--- config.mk ---
export PLATFORM = sky130hd
export DESIGN_NAME = somi_top
export DESIGN_NICKNAME = d
export VERILOG_FILES = /design/src/logic/somi_sync.v /design/src/logic/somi_inpos.v /design/src/logic/somi_top.v
export VERILOG_INCLUDE_DIRS = /design/src /design/src/logic
export SDC_FILE = /design/constraint.sdc
export NUM_CORES = 1
export LEC_CHECK = 0
export BUFFER_PORTS_ARGS = -buffer_cell sky130_fd_sc_hd__buf_2
export CAP_MARGIN = 5
export CORE_MARGIN = 1
export CORE_UTILIZATION = 30
export CTS_CLUSTER_SIZE = 30
export DETAILED_ROUTE_END_ITERATION = 10
export PLACE_DENSITY = 0.55
export SYNTH_ARGS = -nofsm -noshare
export SYNTH_HDL_FRONTEND = slang
export SYNTH_SLANG_ARGS = --single-unit
--- constraint.sdc ---
create_clock -name aclk -period 3.1 [get_ports aclk]
set_input_delay 0.465 -clock aclk [delete_from_list [all_inputs] [get_ports aclk]]
set_output_delay 0.465 -clock aclk [all_outputs]
set_load 0.01 [all_outputs]
--- src/logic/somi_defines.vh ---
`ifndef SOMI_DEFINES_VH
`define SOMI_DEFINES_VH

// Bus geometry
`define SOMI_ADDR_W 8
`define SOMI_DATA_W 32

// Register byte offsets
`define SOMI_OFF_MONITOR 8'h00
`define SOMI_OFF_WIDTH 8'h04
`define SOMI_OFF_CONFIG 8'h08
`define SOMI_OFF_STATUS 8'h0C
`define SOMI_OFF_CLEAR 8'h10
`define SOMI_OFF_ENABLE 8'h14
`define SOMI_OFF_OUTPUT 8'h18

// Register select positions
`define SOMI_SEL_MONITOR 0
`define SOMI_SEL_WIDTH 1
`define SOMI_SEL_CONFIG 2
`define SOMI_SEL_STATUS 3
`define SOMI_SEL_CLEAR 4
`define SOMI_SEL_ENABLE 5
`define SOMI_SEL_OUTPUT 6
`define SOMI_SEL_W 7

// Monitor bit positions
`define SOMI_MON_THERMAL_UNDER 0
`define SOMI_MON_THERMAL_OVER 1
`define SOMI_MON_TORQUE_OVER 2
`define SOMI_MON_TORQUE_UNDER 3
`define SOMI_MON_VELERR_OVER 4
`define SOMI_MON_VELERR_UNDER 5
`define SOMI_MON_VEL_OVER 6
`define SOMI_MON_VEL_UNDER 7
`define SOMI_MON_WARNING 8
`define SOMI_MON_ZONE_A 9
`define SOMI_MON_ZONE_B 10
`define SOMI_MON_ZONE_C 11
`define SOMI_MON_W 12
// Extra synchronised inputs after the monitor bits
`define SOMI_SYN_POS_ERR 12
`define SOMI_SYN_INDEX 13
`define SOMI_SYN_MSB 14
`define SOMI_SYN_W 15

// Status, clear and enable bit positions
`define SOMI_EVT_INPOS_RISE 0
`define SOMI_EVT_INPOS_FALL 1
`define SOMI_EVT_WARN_RISE 2
`define SOMI_EVT_W 3

// Field positions
`define SOMI_CFG_INDEX_FMT 0
`define SOMI_OUT_INPOS 0
`define SOMI_OUT_MODE_LATCH 1
`define SOMI_OUT_MODE_FOLLOW 2
`define SOMI_OUT_MODE_PULSE 3
`define SOMI_OUT_TIMING 4

// Reset values; width counts in 0.1 ms units, -1.0 ms
`define SOMI_RST_WIDTH 32'hFFFFFFF6
`define SOMI_RST_CONFIG 1'b0
`define SOMI_RST_ENABLE 3'h0

// Timing
`define SOMI_CLK_PERIOD_NS 25
`define SOMI_WIDTH_UNIT_NS 100000
`define SOMI_UNIT_CYCLES (`SOMI_WIDTH_UNIT_NS / `SOMI_CLK_PERIOD_NS)
`define SOMI_PRE_W 12
`define SOMI_WIDTH_MAX 17'd100000
`define SOMI_CNT_W 17

// Responses
`define SOMI_RESP_OKAY 2'b00
`define SOMI_RESP_DECERR 2'b11

`endif

--- src/logic/somi_sync.v ---
`timescale 1ns/10ps
`default_nettype none
`include "somi_defines.vh"

module somi_sync (
  input wire aclk,
  input wire aresetn,
  input wire [`SOMI_SYN_W-1:0] async_in,
  output wire [`SOMI_SYN_W-1:0] sync_out
);

  reg [`SOMI_SYN_W-1:0] stage1;
  reg [`SOMI_SYN_W-1:0] stage2;

  // Two flip-flops per bit; only stage2 reads stage1
  genvar i;
  generate
    for (i = 0; i < `SOMI_SYN_W; i = i + 1) begin : g_bit
      always @(posedge aclk) begin
        if (!aresetn) begin
          stage1[i] <= 1'b0;
          stage2[i] <= 1'b0;
        end else begin
          stage1[i] <= async_in[i];
          stage2[i] <= stage1[i];
        end
      end
    end
  endgenerate

  assign sync_out = stage2;

endmodule
`default_nettype wire

--- src/logic/somi_inpos.v ---
`timescale 1ns/10ps
`default_nettype none
`include "somi_defines.vh"

module somi_inpos (
  input wire aclk,
  input wire aresetn,
  input wire [31:0] inpos_width_setting,
  input wire positioning_start,
  input wire positioning_done,
  input wire pos_err_ok,
  output reg in_position_out,
  output wire mode_latched,
  output wire mode_follow,
  output wire mode_pulse,
  output wire timing
);

  localparam integer PRE_LAST_I = `SOMI_UNIT_CYCLES - 1;
  localparam [`SOMI_PRE_W-1:0] PRE_LAST = PRE_LAST_I[`SOMI_PRE_W-1:0];

  reg [`SOMI_PRE_W-1:0] pre;
  reg [`SOMI_CNT_W-1:0] remaining;
  reg busy;
  reg pending;
  reg follow;
  wire [31:0] neg_width;
  wire [31:0] abs_width;
  wire [`SOMI_CNT_W-1:0] mag;
  wire tick;

  // Mode from the sign of the width setting
  assign mode_latched = inpos_width_setting[31];
  assign mode_follow = (inpos_width_setting == 32'h00000000);
  assign mode_pulse = !mode_latched && !mode_follow;
  assign timing = busy;

  // Magnitude in 0.1 ms units, clamped to the largest width
  assign neg_width = ~inpos_width_setting + 32'h00000001;
  assign abs_width = mode_latched ? neg_width : inpos_width_setting;
  assign mag = (abs_width > {15'h0000, `SOMI_WIDTH_MAX}) ?
    `SOMI_WIDTH_MAX : abs_width[`SOMI_CNT_W-1:0];
  assign tick = busy && (pre == PRE_LAST);

  // Notice sequencer; a start overrides a completion in the same cycle
  always @(posedge aclk) begin
    if (!aresetn) begin
      pre <= {`SOMI_PRE_W{1'b0}};
      remaining <= {`SOMI_CNT_W{1'b0}};
      busy <= 1'b0;
      pending <= 1'b0;
      follow <= 1'b0;
      in_position_out <= 1'b0;
    end else if (positioning_start) begin
      in_position_out <= 1'b0;
      follow <= 1'b0;
      pending <= 1'b0;
      pre <= {`SOMI_PRE_W{1'b0}};
      remaining <= mag;
      busy <= mode_latched;
    end else if (positioning_done) begin
      pre <= {`SOMI_PRE_W{1'b0}};
      if (mode_latched) begin
        if (busy) begin
          pending <= 1'b1;
        end else begin
          in_position_out <= 1'b1;
        end
      end else if (mode_follow) begin
        follow <= 1'b1;
        busy <= 1'b0;
        in_position_out <= pos_err_ok;
      end else begin
        in_position_out <= 1'b1;
        remaining <= mag;
        busy <= 1'b1;
        follow <= 1'b0;
      end
    end else begin
      if (busy) begin
        pre <= tick ? {`SOMI_PRE_W{1'b0}} : pre + 1'b1;
      end
      if (tick) begin
        remaining <= remaining - 1'b1;
        if (remaining <= {{(`SOMI_CNT_W-1){1'b0}}, 1'b1}) begin
          busy <= 1'b0;
          if (pending) begin
            in_position_out <= 1'b1;
            pending <= 1'b0;
          end else if (mode_pulse) begin
            in_position_out <= 1'b0;
          end
        end
      end
      if (follow) begin
        in_position_out <= pos_err_ok;
      end
    end
  end

endmodule
`default_nettype wire

--- src/logic/somi_top.v ---
// The implementer's own choices: the register offsets and the AXI4-Lite slave port.
`timescale 1ns/10ps
`default_nettype none
`include "somi_defines.vh"

module somi_top (
  input wire aclk,
  input wire aresetn,
  // AXI4-Lite write address
  input wire [`SOMI_ADDR_W-1:0] s_axi_awaddr,
  input wire s_axi_awvalid,
  output reg s_axi_awready,
  // AXI4-Lite write data
  input wire [`SOMI_DATA_W-1:0] s_axi_wdata,
  input wire [3:0] s_axi_wstrb,
  input wire s_axi_wvalid,
  output reg s_axi_wready,
  // AXI4-Lite write response
  output reg [1:0] s_axi_bresp,
  output reg s_axi_bvalid,
  input wire s_axi_bready,
  // AXI4-Lite read address
  input wire [`SOMI_ADDR_W-1:0] s_axi_araddr,
  input wire s_axi_arvalid,
  output reg s_axi_arready,
  // AXI4-Lite read data
  output reg [`SOMI_DATA_W-1:0] s_axi_rdata,
  output reg [1:0] s_axi_rresp,
  output reg s_axi_rvalid,
  input wire s_axi_rready,
  // Raw comparator states from the driver core
  input wire thermal_under_out,
  input wire thermal_over_out,
  input wire torque_over_out,
  input wire torque_under_out,
  input wire velerr_over_out,
  input wire velerr_under_out,
  input wire vel_over_out,
  input wire vel_under_out,
  input wire warning_out,
  input wire zone_a_out,
  input wire zone_b_out,
  input wire zone_c_out,
  // Position error within in-position band
  input wire pos_err_ok,
  // Feedback phase Z sources
  input wire index_pulse_in,
  input wire index_msb_in,
  // Positioning events from the motion core, same clock
  input wire positioning_start,
  input wire positioning_done,
  // Outputs
  output wire in_position_out,
  output reg phase_z_out,
  output reg irq
);

  reg [31:0] inpos_width_setting;
  reg index_format_setting;
  reg [`SOMI_EVT_W-1:0] status;
  reg [`SOMI_EVT_W-1:0] enable;
  reg inpos_prev;
  reg warn_prev;
  reg [`SOMI_ADDR_W-1:0] wr_addr;
  reg [`SOMI_DATA_W-1:0] wr_data;
  reg [3:0] wr_strb;
  wire [`SOMI_SYN_W-1:0] raw_in;
  wire [`SOMI_SYN_W-1:0] syn;
  wire [`SOMI_MON_W-1:0] monitor;
  wire mode_latched;
  wire mode_follow;
  wire mode_pulse;
  wire timing;
  wire do_write;
  wire [`SOMI_SEL_W-1:0] wr_sel;
  wire [`SOMI_SEL_W-1:0] rd_sel;
  wire [`SOMI_EVT_W-1:0] events;
  wire [`SOMI_EVT_W-1:0] clear_mask;
  wire [31:0] next_width;
  wire [31:0] next_config;
  wire [31:0] next_enable;
  reg [`SOMI_DATA_W-1:0] rd_word;

  // One-hot register select for an aligned word address
  function [`SOMI_SEL_W-1:0] reg_select;
    input [`SOMI_ADDR_W-1:0] addr;
    begin
      reg_select = {`SOMI_SEL_W{1'b0}};
      if (addr[1:0] == 2'b00) begin
        case (addr)
          `SOMI_OFF_MONITOR: reg_select[`SOMI_SEL_MONITOR] = 1'b1;
          `SOMI_OFF_WIDTH: reg_select[`SOMI_SEL_WIDTH] = 1'b1;
          `SOMI_OFF_CONFIG: reg_select[`SOMI_SEL_CONFIG] = 1'b1;
          `SOMI_OFF_STATUS: reg_select[`SOMI_SEL_STATUS] = 1'b1;
          `SOMI_OFF_CLEAR: reg_select[`SOMI_SEL_CLEAR] = 1'b1;
          `SOMI_OFF_ENABLE: reg_select[`SOMI_SEL_ENABLE] = 1'b1;
          `SOMI_OFF_OUTPUT: reg_select[`SOMI_SEL_OUTPUT] = 1'b1;
          default: reg_select = {`SOMI_SEL_W{1'b0}};
        endcase
      end
    end
  endfunction

  // Byte-lane merge of a write into an old value
  function [31:0] merge_bytes;
    input [31:0] old_value;
    input [31:0] new_value;
    input [3:0] strb;
    integer b;
    begin
      merge_bytes = old_value;
      for (b = 0; b < 4; b = b + 1) begin
        if (strb[b]) begin
          merge_bytes[8*b +: 8] = new_value[8*b +: 8];
        end
      end
    end
  endfunction

  // Gather pin-level inputs for synchronisation
  assign raw_in[`SOMI_MON_THERMAL_UNDER] = thermal_under_out;
  assign raw_in[`SOMI_MON_THERMAL_OVER] = thermal_over_out;
  assign raw_in[`SOMI_MON_TORQUE_OVER] = torque_over_out;
  assign raw_in[`SOMI_MON_TORQUE_UNDER] = torque_under_out;
  assign raw_in[`SOMI_MON_VELERR_OVER] = velerr_over_out;
  assign raw_in[`SOMI_MON_VELERR_UNDER] = velerr_under_out;
  assign raw_in[`SOMI_MON_VEL_OVER] = vel_over_out;
  assign raw_in[`SOMI_MON_VEL_UNDER] = vel_under_out;
  assign raw_in[`SOMI_MON_WARNING] = warning_out;
  assign raw_in[`SOMI_MON_ZONE_A] = zone_a_out;
  assign raw_in[`SOMI_MON_ZONE_B] = zone_b_out;
  assign raw_in[`SOMI_MON_ZONE_C] = zone_c_out;
  assign raw_in[`SOMI_SYN_POS_ERR] = pos_err_ok;
  assign raw_in[`SOMI_SYN_INDEX] = index_pulse_in;
  assign raw_in[`SOMI_SYN_MSB] = index_msb_in;

  somi_sync u_sync (
    .aclk(aclk),
    .aresetn(aresetn),
    .async_in(raw_in),
    .sync_out(syn)
  );

  // Monitors are the raw states, no stability delay or polarity applied
  assign monitor[`SOMI_MON_THERMAL_UNDER] =
    syn[`SOMI_MON_THERMAL_UNDER];
  assign monitor[`SOMI_MON_THERMAL_OVER] =
    syn[`SOMI_MON_THERMAL_OVER];
  assign monitor[`SOMI_MON_TORQUE_OVER] = syn[`SOMI_MON_TORQUE_OVER];
  assign monitor[`SOMI_MON_TORQUE_UNDER] =
    syn[`SOMI_MON_TORQUE_UNDER];
  assign monitor[`SOMI_MON_VELERR_OVER] = syn[`SOMI_MON_VELERR_OVER];
  assign monitor[`SOMI_MON_VELERR_UNDER] =
    syn[`SOMI_MON_VELERR_UNDER];
  assign monitor[`SOMI_MON_VEL_OVER] = syn[`SOMI_MON_VEL_OVER];
  assign monitor[`SOMI_MON_VEL_UNDER] = syn[`SOMI_MON_VEL_UNDER];
  assign monitor[`SOMI_MON_WARNING] = syn[`SOMI_MON_WARNING];
  assign monitor[`SOMI_MON_ZONE_A] = syn[`SOMI_MON_ZONE_A];
  assign monitor[`SOMI_MON_ZONE_B] = syn[`SOMI_MON_ZONE_B];
  assign monitor[`SOMI_MON_ZONE_C] = syn[`SOMI_MON_ZONE_C];

  somi_inpos u_inpos (
    .aclk(aclk),
    .aresetn(aresetn),
    .inpos_width_setting(inpos_width_setting),
    .positioning_start(positioning_start),
    .positioning_done(positioning_done),
    .pos_err_ok(syn[`SOMI_SYN_POS_ERR]),
    .in_position_out(in_position_out),
    .mode_latched(mode_latched),
    .mode_follow(mode_follow),
    .mode_pulse(mode_pulse),
    .timing(timing)
  );

  // Phase Z format selection, registered
  always @(posedge aclk) begin
    if (!aresetn) begin
      phase_z_out <= 1'b0;
    end else begin
      phase_z_out <= index_format_setting ?
        syn[`SOMI_SYN_MSB] : syn[`SOMI_SYN_INDEX];
    end
  end

  // Write path: address and data taken in either order
  assign do_write = !s_axi_awready && !s_axi_wready && !s_axi_bvalid;
  assign wr_sel = reg_select(wr_addr);
  assign rd_sel = reg_select(s_axi_araddr);

  always @(posedge aclk) begin
    if (!aresetn) begin
      s_axi_awready <= 1'b1;
      s_axi_wready <= 1'b1;
      s_axi_bvalid <= 1'b0;
      s_axi_bresp <= `SOMI_RESP_OKAY;
      wr_addr <= {`SOMI_ADDR_W{1'b0}};
      wr_data <= {`SOMI_DATA_W{1'b0}};
      wr_strb <= 4'h0;
    end else begin
      if (s_axi_awvalid && s_axi_awready) begin
        wr_addr <= s_axi_awaddr;
        s_axi_awready <= 1'b0;
      end
      if (s_axi_wvalid && s_axi_wready) begin
        wr_data <= s_axi_wdata;
        wr_strb <= s_axi_wstrb;
        s_axi_wready <= 1'b0;
      end
      if (do_write) begin
        s_axi_bvalid <= 1'b1;
        s_axi_bresp <= (wr_sel == {`SOMI_SEL_W{1'b0}}) ?
          `SOMI_RESP_DECERR : `SOMI_RESP_OKAY;
      end
      if (s_axi_bvalid && s_axi_bready) begin
        s_axi_bvalid <= 1'b0;
        s_axi_awready <= 1'b1;
        s_axi_wready <= 1'b1;
      end
    end
  end

  // Writable registers with byte strobes
  assign next_width = merge_bytes(inpos_width_setting, wr_data, wr_strb);
  assign next_config = merge_bytes({31'h00000000, index_format_setting},
    wr_data, wr_strb);
  assign next_enable = merge_bytes({29'h00000000, enable}, wr_data, wr_strb);

  always @(posedge aclk) begin
    if (!aresetn) begin
      inpos_width_setting <= `SOMI_RST_WIDTH;
      index_format_setting <= `SOMI_RST_CONFIG;
      enable <= `SOMI_RST_ENABLE;
    end else if (do_write) begin
      if (wr_sel[`SOMI_SEL_WIDTH]) begin
        inpos_width_setting <= next_width;
      end
      if (wr_sel[`SOMI_SEL_CONFIG]) begin
        index_format_setting <= next_config[`SOMI_CFG_INDEX_FMT];
      end
      if (wr_sel[`SOMI_SEL_ENABLE]) begin
        enable <= next_enable[`SOMI_EVT_W-1:0];
      end
    end
  end

  // Sticky events; a new event wins over a clear in the same cycle
  assign events[`SOMI_EVT_INPOS_RISE] = in_position_out && !inpos_prev;
  assign events[`SOMI_EVT_INPOS_FALL] = !in_position_out && inpos_prev;
  assign events[`SOMI_EVT_WARN_RISE] =
    monitor[`SOMI_MON_WARNING] && !warn_prev;
  assign clear_mask = (do_write && wr_sel[`SOMI_SEL_CLEAR]) ?
    (wr_data[`SOMI_EVT_W-1:0] & {`SOMI_EVT_W{wr_strb[0]}}) :
    {`SOMI_EVT_W{1'b0}};

  always @(posedge aclk) begin
    if (!aresetn) begin
      status <= {`SOMI_EVT_W{1'b0}};
      inpos_prev <= 1'b0;
      warn_prev <= 1'b0;
      irq <= 1'b0;
    end else begin
      inpos_prev <= in_position_out;
      warn_prev <= monitor[`SOMI_MON_WARNING];
      status <= (status & ~clear_mask) | events;
      irq <= |(((status & ~clear_mask) | events) & enable);
    end
  end

  // Read word multiplexer; reads change no state
  always @* begin
    rd_word = {`SOMI_DATA_W{1'b0}};
    case (1'b1)
      rd_sel[`SOMI_SEL_MONITOR]: rd_word[`SOMI_MON_W-1:0] = monitor;
      rd_sel[`SOMI_SEL_WIDTH]: rd_word = inpos_width_setting;
      rd_sel[`SOMI_SEL_CONFIG]: rd_word[`SOMI_CFG_INDEX_FMT] =
        index_format_setting;
      rd_sel[`SOMI_SEL_STATUS]: rd_word[`SOMI_EVT_W-1:0] = status;
      rd_sel[`SOMI_SEL_ENABLE]: rd_word[`SOMI_EVT_W-1:0] = enable;
      rd_sel[`SOMI_SEL_OUTPUT]: begin
        rd_word[`SOMI_OUT_INPOS] = in_position_out;
        rd_word[`SOMI_OUT_MODE_LATCH] = mode_latched;
        rd_word[`SOMI_OUT_MODE_FOLLOW] = mode_follow;
        rd_word[`SOMI_OUT_MODE_PULSE] = mode_pulse;
        rd_word[`SOMI_OUT_TIMING] = timing;
      end
      default: rd_word = {`SOMI_DATA_W{1'b0}};
    endcase
  end

  // Read path: one answer per address, held until taken
  always @(posedge aclk) begin
    if (!aresetn) begin
      s_axi_arready <= 1'b1;
      s_axi_rvalid <= 1'b0;
      s_axi_rdata <= {`SOMI_DATA_W{1'b0}};
      s_axi_rresp <= `SOMI_RESP_OKAY;
    end else begin
      if (s_axi_arvalid && s_axi_arready) begin
        s_axi_arready <= 1'b0;
        s_axi_rvalid <= 1'b1;
        s_axi_rdata <= rd_word;
        s_axi_rresp <= (rd_sel == {`SOMI_SEL_W{1'b0}}) ?
          `SOMI_RESP_DECERR : `SOMI_RESP_OKAY;
      end
      if (s_axi_rvalid && s_axi_rready) begin
        s_axi_rvalid <= 1'b0;
        s_axi_arready <= 1'b1;
      end
    end
  end

endmodule
`default_nettype wire

==> results of run 1 <==
==> per-layer routing <==
metal	track usage	routed length, um	part of all wire
met5	0	0	0
met4	0.0484	395	0.016
met3	0.0317	954	0.038
met2	0.287	12100	0.49
met1	0.215	11300	0.46
==> through the flow <==
stage          hold slack (ps)  utilization  setup WS (ps)  power, mW  cells
3_5_place_dp               420        0.346            168       3.07   1539
6_report                   225        0.367            155       5.25   1570
3_3_place_gp               417        0.346            223       3.06   1539
4_1_cts                    211        0.367            151       5.31   1570
5_1_grt                    213        0.367           5.36       5.47   1570
2_1_floorplan              412            -            260       2.89   1056
==> how the worst max path moves through the flow <==
stage | end | slack [ps] | startpoint | depth (start not counted)
finish | u_inpos.remaining[1] | 160 | inpos_width_setting[0] | 10
global route | u_inpos.remaining[1] | 5 | inpos_width_setting[0] | 10
CTS | u_inpos.remaining[1] | 150 | inpos_width_setting[0] | 10
detailed placement | u_inpos.remaining[1] | 170 | inpos_width_setting[0] | 10
global placement | u_inpos.remaining[1] | 220 | inpos_width_setting[0] | 10
floorplan | u_inpos.remaining[12] | 260 | inpos_width_setting[0] | 11
==> power groups by stage <==
stage	sequential [mW]	clock, mW	combinational (mW)
detailed placement	2.63	0	0.436
global placement	2.63	0	0.433
floorplan	2.62	0	0.274
finish	2.57	2.25	0.433
global route	2.58	2.40	0.488
CTS	2.57	2.30	0.438
==> area by class of cell <==
class | count | area share
Multi-Input combinational cell | 779 | 0.437
Sequential cell | 189 | 0.360
Timing Repair Buffer | 172 | 0.0948
Tap cell | 384 | 0.0457
Clock buffer | 18 | 0.0418
Clock inverter | 13 | 0.0147
Inverter | 15 | 0.00536
==> registers in the layout (all words and copies together) (netlist names), 3 cells and up <==
register and count:
u_sync.sync_out 15, u_inpos.pre 12, wr_addr 8, s_axi_rdata 32
wr_data 32, status 3, u_inpos.remaining 17, wr_strb 4
inpos_width_setting 32, enable 3, u_sync.stage1 15
==> cells by family after synthesis <==
kind of cell,after synthesis
AO/OA/AOI/OAI,239
XOR/XNOR,26
adder cells (fa/ha/maj),4
buffers and inverters,88
flip-flops,189
multiplexers,9
AND/OR/NAND/NOR,501
==> cells in the final DEF, fill, tap and decap left out, types with 15 or more instances in the layout <==
cell type	synthesis	final
sky130_fd_sc_hd__nand3_1	81	81
sky130_fd_sc_hd__a21boi_0	74	74
sky130_fd_sc_hd__nor3_1	28	28
sky130_fd_sc_hd__o21ai_0	32	32
sky130_fd_sc_hd__nand2_1	197	197
sky130_fd_sc_hd__and2_1	40	40
sky130_fd_sc_hd__nor2_1	61	61
sky130_fd_sc_hd__clkbuf_16	0	17
sky130_fd_sc_hd__buf_2	3	118
sky130_fd_sc_hd__xor2_1	17	17
sky130_fd_sc_hd__nor2b_1	15	15
sky130_fd_sc_hd__a21oi_1	35	35
sky130_fd_sc_hd__buf_4	3	54
sky130_fd_sc_hd__dfxtp_1	189	189
==> insert_results.sql, run 1 <==
INSERT INTO impl_metrics (metric_group, metric, value, unit) VALUES
('critical_path', 'rr_endpoint', 'u_inpos.remaining[1]', ''),
('synthesis', 'synth_edf_count', '0', ''),
('detailed_routing', 'routedWlPerCell', '15.8', 'um'),
('clocking', 'insertion_delay', '440', 'ps'),
('timing', 'fin_crit', '2940', 'ps'),
('timing', 'relSlewSlack', '0.577', ''),
('placement', 'finalWeightedCongestion', '0.873', ''),
('clocking', 'maximum_clock_path_buffer_count', '2', ''),
('floorplan', 'chipWidth', '173', 'um'),
('status', 'run_status', 'finished clean', ''),
('timing', 'rsz_0062_raised_after_global_routing', 'no', ''),
('global_routing', 'grt_antenna_before_repair', '0', ''),
('synthesis', 'synth-adder-area-share', '0.00574', ''),
('critical_path', 'worst-endpoint-required', '3470', 'ps'),
('synthesis', 'synth_top_flop_cell', 'sky130_fd_sc_hd__dfxtp_1', ''),
('clocking', 'cts_made_buffers', '17', ''),
('pwr', 'cellLeakagePower', '4.26', 'nW'),
('timing', 'timing.setup.tns', '0', 'ps'),
('hold_path', 'worst_hold_path_type', 'input pin to register', ''),
('critical_path', 'largest_stage_delay_on_the_critical_path', '470', 'ps'),
('finish', 'antenna_cells_inserted', '0', ''),
('clocking', 'cts-root-buf', 'sky130_fd_sc_hd__clkbuf_16', ''),
('synthesis', 'postSynthRegisterBits', '189', ''),
('synthesis', 'synth_area_leader_cell', 'sky130_fd_sc_hd__dfxtp_1', ''),
('synthesis', 'postSynthNetCount', '1136', ''),
('critical_path', 'critical_path_peak_fanout', '6', ''),
('finish', 'final-seq-area', '3780', 'sq um'),
('finish', 'postLayoutCellArea', '10500', 'sq um'),
('synthesis', 'syn-cell-area', '8730', 'sq um'),
('synthesis', 'post-synth-top-count-cell', 'sky130_fd_sc_hd__nand2_1', ''),
('pwr', 'p_sw', '1.33', 'mW'),
('floorplan', 'core_region_area', '28600', 'sq um'),
('finish', 'post_route_cells_drive_above_1_share', '0.191', ''),
('critical_path', 'worst_setup_path_start_kind', 'register', ''),
('finish', 'final_net_count', '1254', ''),
('hold_path', 'hp-start', 'torque_over_out', ''),
('floorplan', 'floorplan.die_area', '29800', 'sq um'),
('clocking', 'cts_sinks', '189', ''),
('pwr', 'p_clk_frac', '0.428', ''),
('placement', 'place.port_buffers', '119', ''),
('floorplan', 'boundaryPins', '120', ''),
('floorplan', 'rows', '62', ''),
('pwr', 'ratio_of_total_power_to_cell_area', '500', 'nW/um^2'),
('critical_path', 'reg2regPathDepth', '10', ''),
('global_routing', 'first_global_vias', '7477', ''),
('critical_path', 'reg2reg_from', 'inpos_width_setting[0]', ''),
('critical_path', 'critical-path-top-delay-family', 'compound AO/OA/AOI/OAI gates', ''),
('timing', 'fmaxAchievable', '340', 'MHz'),
('detailed_routing', 'detailroute.via_count', '7881', ''),
('synthesis', 'synth_cells', '1056', ''),
('timing', 'fin_crit_share', '0.950', ''),
('synthesis', 'synthMuxAreaShare', '0.0103', ''),
('critical_path', 'timing.critical_path.buf_inv', '1', ''),
('critical_path', 'capturing_element_type_of_the_critical_path', 'register', ''),
('global_routing', 'wire_length_of_the_first_global_routing_pass', '40.1', 'mm'),
('finish', 'flow.area_growth_from_synthesis', '20.4', '%'),
('finish', 'multi_input_comb_area', '4590', 'sq um'),
('synthesis', 'synthesis.yosys.warnings', '0', ''),
('pwr', 'power_frac_comb', '0.082', ''),
('synthesis', 'synth_cell_type_count', '79', ''),
('timing', 'finalClockSkew', '11.9', 'ps'),
('pwr', 'cellInternalPower', '3.92', 'mW'),
('critical_path', 'crit_arrival', '3320', 'ps'),
('pwr', 'seqPwrFrac', '0.490', ''),
('pwr', 'power.switching_fraction', '0.253', ''),
('placement', 'placed_cell_area', '9910', 'sq um'),
('detailed_routing', 'drtAntennaViolNets', '0', ''),
('floorplan', 'die_height', '173', 'um'),
('hold_path', 'holdPathEnd', 'u_sync.stage1[2]', ''),
('synthesis', 'ys_top_cells_by_area', 'sky130_fd_sc_hd__dfxtp_1, sky130_fd_sc_hd__nand2_1, sky130_fd_sc_hd__a21boi_0, sky130_fd_sc_hd__nand3_1, sky130_fd_sc_hd__and2_1', ''),
('finish', 'nFillCells', '2964', '');
Power figures use the tool's default switching activity.
==> inputs of run 2 (changes only) <==
- SYNTH_HIERARCHICAL: unset -> 1
==> insert_results.sql, run 2 <==
INSERT INTO impl_metrics (metric_group, metric, value, unit) VALUES
('timing', 'tightestPinTransition', '761', 'ps'),
('timing', 'fin_crit', '3030', 'ps'),
('finish', 'finalCoreUtilization', '0.374', ''),
('timing', 'setup_viol', '0', ''),
('synthesis', 'synth-adder-area-share', '0.00575', ''),
('placement', 'finalWeightedCongestion', '0.840', ''),
('detailed_routing', 'routed_via_density', '4.95', ''),
('run', 'max_cap_viol_count', '0', ''),
('global_routing', 'wire_length_of_the_first_global_routing_pass', '37.0', 'mm'),
('pwr', 'power.switching_fraction', '0.257', ''),
('placement', 'place_hpwl', '16.7', 'mm'),
('critical_path', 'largest_stage_delay_on_the_critical_path', '530', 'ps'),
('timing', 'finalClockSkew', '16.2', 'ps'),
('critical_path', 'timing.critical_path.buf_inv', '2', ''),
('hold_path', 'hp-start', 's_axi_wvalid', ''),
('clocking', 'htree_num_levels', '4', ''),
('critical_path', 'critical_path_peak_fanout', '9', ''),
('pwr', 'cellLeakagePower', '4.34', 'nW'),
('finish', 'mostFrequentLayoutCell', 'sky130_fd_sc_hd__dfxtp_1', ''),
('pwr', 'p_sw', '1.34', 'mW'),
('hold_path', 'worst_hold_path_type', 'input pin to register', ''),
('synthesis', 'synth_cell_type_count', '84', ''),
('synthesis', 'synth-simple-area-share', '0.253', ''),
('pwr', 'seqPwrFrac', '0.493', ''),
('synthesis', 'synth_area_leader_cell', 'sky130_fd_sc_hd__dfxtp_1', ''),
('finish', 'final_net_count', '1226', ''),
('synthesis', 'postSynthRegisterBits', '189', ''),
('timing', 'worst_hold_slack', '228', 'ps'),
('floorplan', 'rows', '62', ''),
('finish', 'post_route_cells_drive_above_1_share', '0.236', ''),
('timing', 'rsz_0062_raised_after_global_routing', 'yes', ''),
('floorplan', 'core_region_area', '28600', 'sq um'),
('timing', 'hold_viol', '0', ''),
('synthesis', 'synth-compound-area-share', '0.178', ''),
('synthesis', 'ys_top_cells_by_area', 'sky130_fd_sc_hd__dfxtp_1, sky130_fd_sc_hd__nand2_1, sky130_fd_sc_hd__mux2i_1, sky130_fd_sc_hd__a21oi_1, sky130_fd_sc_hd__nor2_1', ''),
('timing', 'timing.setup.tns', '0', 'ps'),
('global_routing', 'first_global_vias', '7031', ''),
('pwr', 'ratio_of_total_power_to_cell_area', '485', 'nW/um^2'),
('global_routing', 'globalRouteOverflowTotal', '0', ''),
('synthesis', 'syn-cell-area', '8710', 'sq um'),
('global_routing', 'gr-usage-all-layers', '0.159', ''),
('floorplan', 'initial_core_util', '0.304', ''),
('clocking', 'maximum_clock_path_buffer_count', '2', ''),
('critical_path', 'capturing_element_type_of_the_critical_path', 'register', ''),
('finish', 'mostFrequentLayoutCells', 'sky130_fd_sc_hd__dfxtp_1, sky130_fd_sc_hd__nand2_1, sky130_fd_sc_hd__buf_2', ''),
('pwr', 'ir_worst_vdd', '0.326', 'mV'),
('synthesis', 'synthesis.yosys.warnings', '6', ''),
('detailed_routing', 'number_of_remaining_drc_errors', '2', ''),
('floorplan', 'boundaryPins', '120', ''),
('clocking', 'cts_made_buffers', '17', ''),
('clocking', 'cts_tree', 'built', ''),
('clocking', 'cts_sinks', '189', ''),
('critical_path', 'reg2reg_from', 'inpos_width_setting[10]', ''),
('floorplan', 'die_height', '172', 'um'),
('synthesis', 'synth.avg_cell_area', '8.60', 'sq um'),
('status', 'violations', 'design-rule violations', ''),
('timing', 'final_max_slew_viol_count', '0', ''),
('synthesis', 'synth_xor_xnor_area_share', '0.0322', ''),
('synthesis', 'async_set_reset_flop_share_out_of_synthesis', '0', ''),
('status', 'run_status', 'complete, but fails checks', ''),
('floorplan', 'floorplan.die_area', '29700', 'sq um'),
('critical_path', 'critical_path.cell_chain', 'or4_4 -> or3_4 -> buf_8 -> o31a_1 -> a311o_1 -> a2111oi_4 -> nand4_4 -> buf_6 -> o31ai_4 -> o211a_1', ''),
('finish', 'reg_top3', 'inpos_width_setting x32, s_axi_rdata x32, wr_data x32', ''),
('detailed_routing', 'detailedRoute.firstIterationViolations', '389', ''),
('critical_path', 'critical-path-top-delay-family', 'compound AO/OA/AOI/OAI gates', ''),
('clocking', 'clk_pin_slew_worst_paths', '80', 'ps'),
('critical_path', 'worst_setup_path_start_kind', 'register', ''),
('critical_path', 'crit_arrival', '3410', 'ps'),
('finish', 'antenna_cells_inserted', '0', ''),
('critical_path', 'worst-endpoint-required', '3480', 'ps'),
('floorplan', 'chipWidth', '172', 'um'),
('critical_path', 'crit_type', 'register to register', ''),
('global_routing', 'grt_antenna_before_repair', '0', ''),
('timing', 'fin_crit_share', '0.978', ''),
('clocking', 'cts-root-buf', 'sky130_fd_sc_hd__clkbuf_16', ''),
('pwr', 'power_frac_comb', '0.078', ''),
('detailed_routing', 'detailroute.via_count', '7637', ''),
('synthesis', 'post_synth_most_frequent_cells', 'sky130_fd_sc_hd__dfxtp_1, sky130_fd_sc_hd__nand2_1, sky130_fd_sc_hd__a21oi_1, sky130_fd_sc_hd__nor2_1, sky130_fd_sc_hd__clkbuf_1', ''),
('synthesis', 'yosysTopAreaCellShare', '0.434', ''),
('pwr', 'total_power', '5.19', 'mW'),
('synthesis', 'synth_edf_count', '0', ''),
('critical_path', 'slowest_stage', 'sky130_fd_sc_hd__or4_4', ''),
('pwr', 'p_clk_frac', '0.429', ''),
('finish', 'final_cells', '1543', ''),
('detailed_routing', 'drt_pre_antenna_iters', '8', ''),
('synthesis', 'synthMuxAreaShare', '0.0533', ''),
('critical_path', 'worstSetupStartpoint', 'inpos_width_setting[10]', ''),
('finish', 'flow.area_growth_from_synthesis', '22.8', '%'),
('clocking', 'cts_hold_buffers', '0', ''),
('synthesis', 'post-synth-top-count-cell', 'sky130_fd_sc_hd__dfxtp_1', ''),
('global_routing', 'maximum_number_of_pins_on_one_net_before_global_route_repair', '64', ''),
('synthesis', 'synth_top_flop_cell', 'sky130_fd_sc_hd__dfxtp_1', ''),
('pwr', 'cellInternalPower', '3.85', 'mW'),
('synthesis', 'synth_cells', '1013', ''),
('detailed_routing', 'routedWlPerCell', '15.0', 'um'),
('placement', 'place.port_buffers', '119', ''),
('placement', 'numPlacedInstances', '1506', ''),
('clocking', 'insertion_delay', '440', 'ps'),
('detailed_routing', 'drtAntennaViolNets', '0', ''),
('synthesis', 'postSynthNetCount', '1093', ''),
('timing', 'relSlewSlack', '0.488', ''),
('synthesis', 'seq_area_frac_synth', '0.434', ''),
('detailed_routing', 'totalWireLength', '23.1', 'mm'),
('synthesis', 'synth_top_family_by_area', 'simple AND/OR/NAND/NOR gates', ''),
('timing', 'fmaxAchievable', '330', 'MHz');
run 2: repair_timing:
action / 4_1_cts / 5_1_grt
pin swaps: 8 / 7
resized for setup: 9 / 10
setup endpoints to repair: 12 / 15
setup buffers: 2 / 3
run 2: metrics by stage:
stage | worst slack (ps) | instance area (sq um)
2_1_floorplan | 28.3 | 8720
3_3_place_gp | 4.86 | 9970
3_5_place_dp | -83.9 | 9970
4_1_cts | 23.2 | 10600
5_1_grt | -75.5 | 10700
6_report | 67.7 | 10700
run 2: cell families (layout without fill, tap and decap cells):
family / count (synthesis) / in the layout
flip-flops: 189 / 189
multiplexers: 46 / 46
adder cells (fa/ha/maj): 4 / 4
buffers and inverters: 89 / 235
AO/OA/AOI/OAI: 223 / 223
AND/OR/NAND/NOR: 430 / 430
XOR/XNOR: 32 / 32
run 2: cell type report:
type / instances / area [sq um]
repair buffers: 179 / 1110
inverters: 24 / 90.1
multi-input cells: 735 / 4630
clock buffers: 19 / 453
fillers: 2947 / 17900
well taps: 384 / 480
clock inverters: 13 / 145
flip-flops and latches: 189 / 3790
run 2: power by group through the flow:
stage	registers [mW]	clock network, mW	logic, mW
5_1_grt	2.57	2.38	0.457
3_3_place_gp	2.61	0	0.397
2_1_floorplan	2.60	0	0.269
6_report	2.56	2.23	0.404
3_5_place_dp	2.61	0	0.401
4_1_cts	2.56	2.29	0.408
run 2: final timing paths:
kind / to / slack [ps] / cells after the start
setup reg to reg: u_inpos/remaining[0] / 70 / 10
hold reg to reg: u_sync/sync_out[10] / 430 / 1
hold / removal: s_axi_wready / 230 / 2
setup / recovery: u_inpos/remaining[0] / 70 / 10
run 2: per-layer routing:
metal	track usage	share of wire	vias up
li1	-	-	3903
met1	0.218	0.49	3560
met2	0.249	0.47	157
met3	0.0284	0.036	17
met4	0.0519	0.012	0
met5	0	0	-
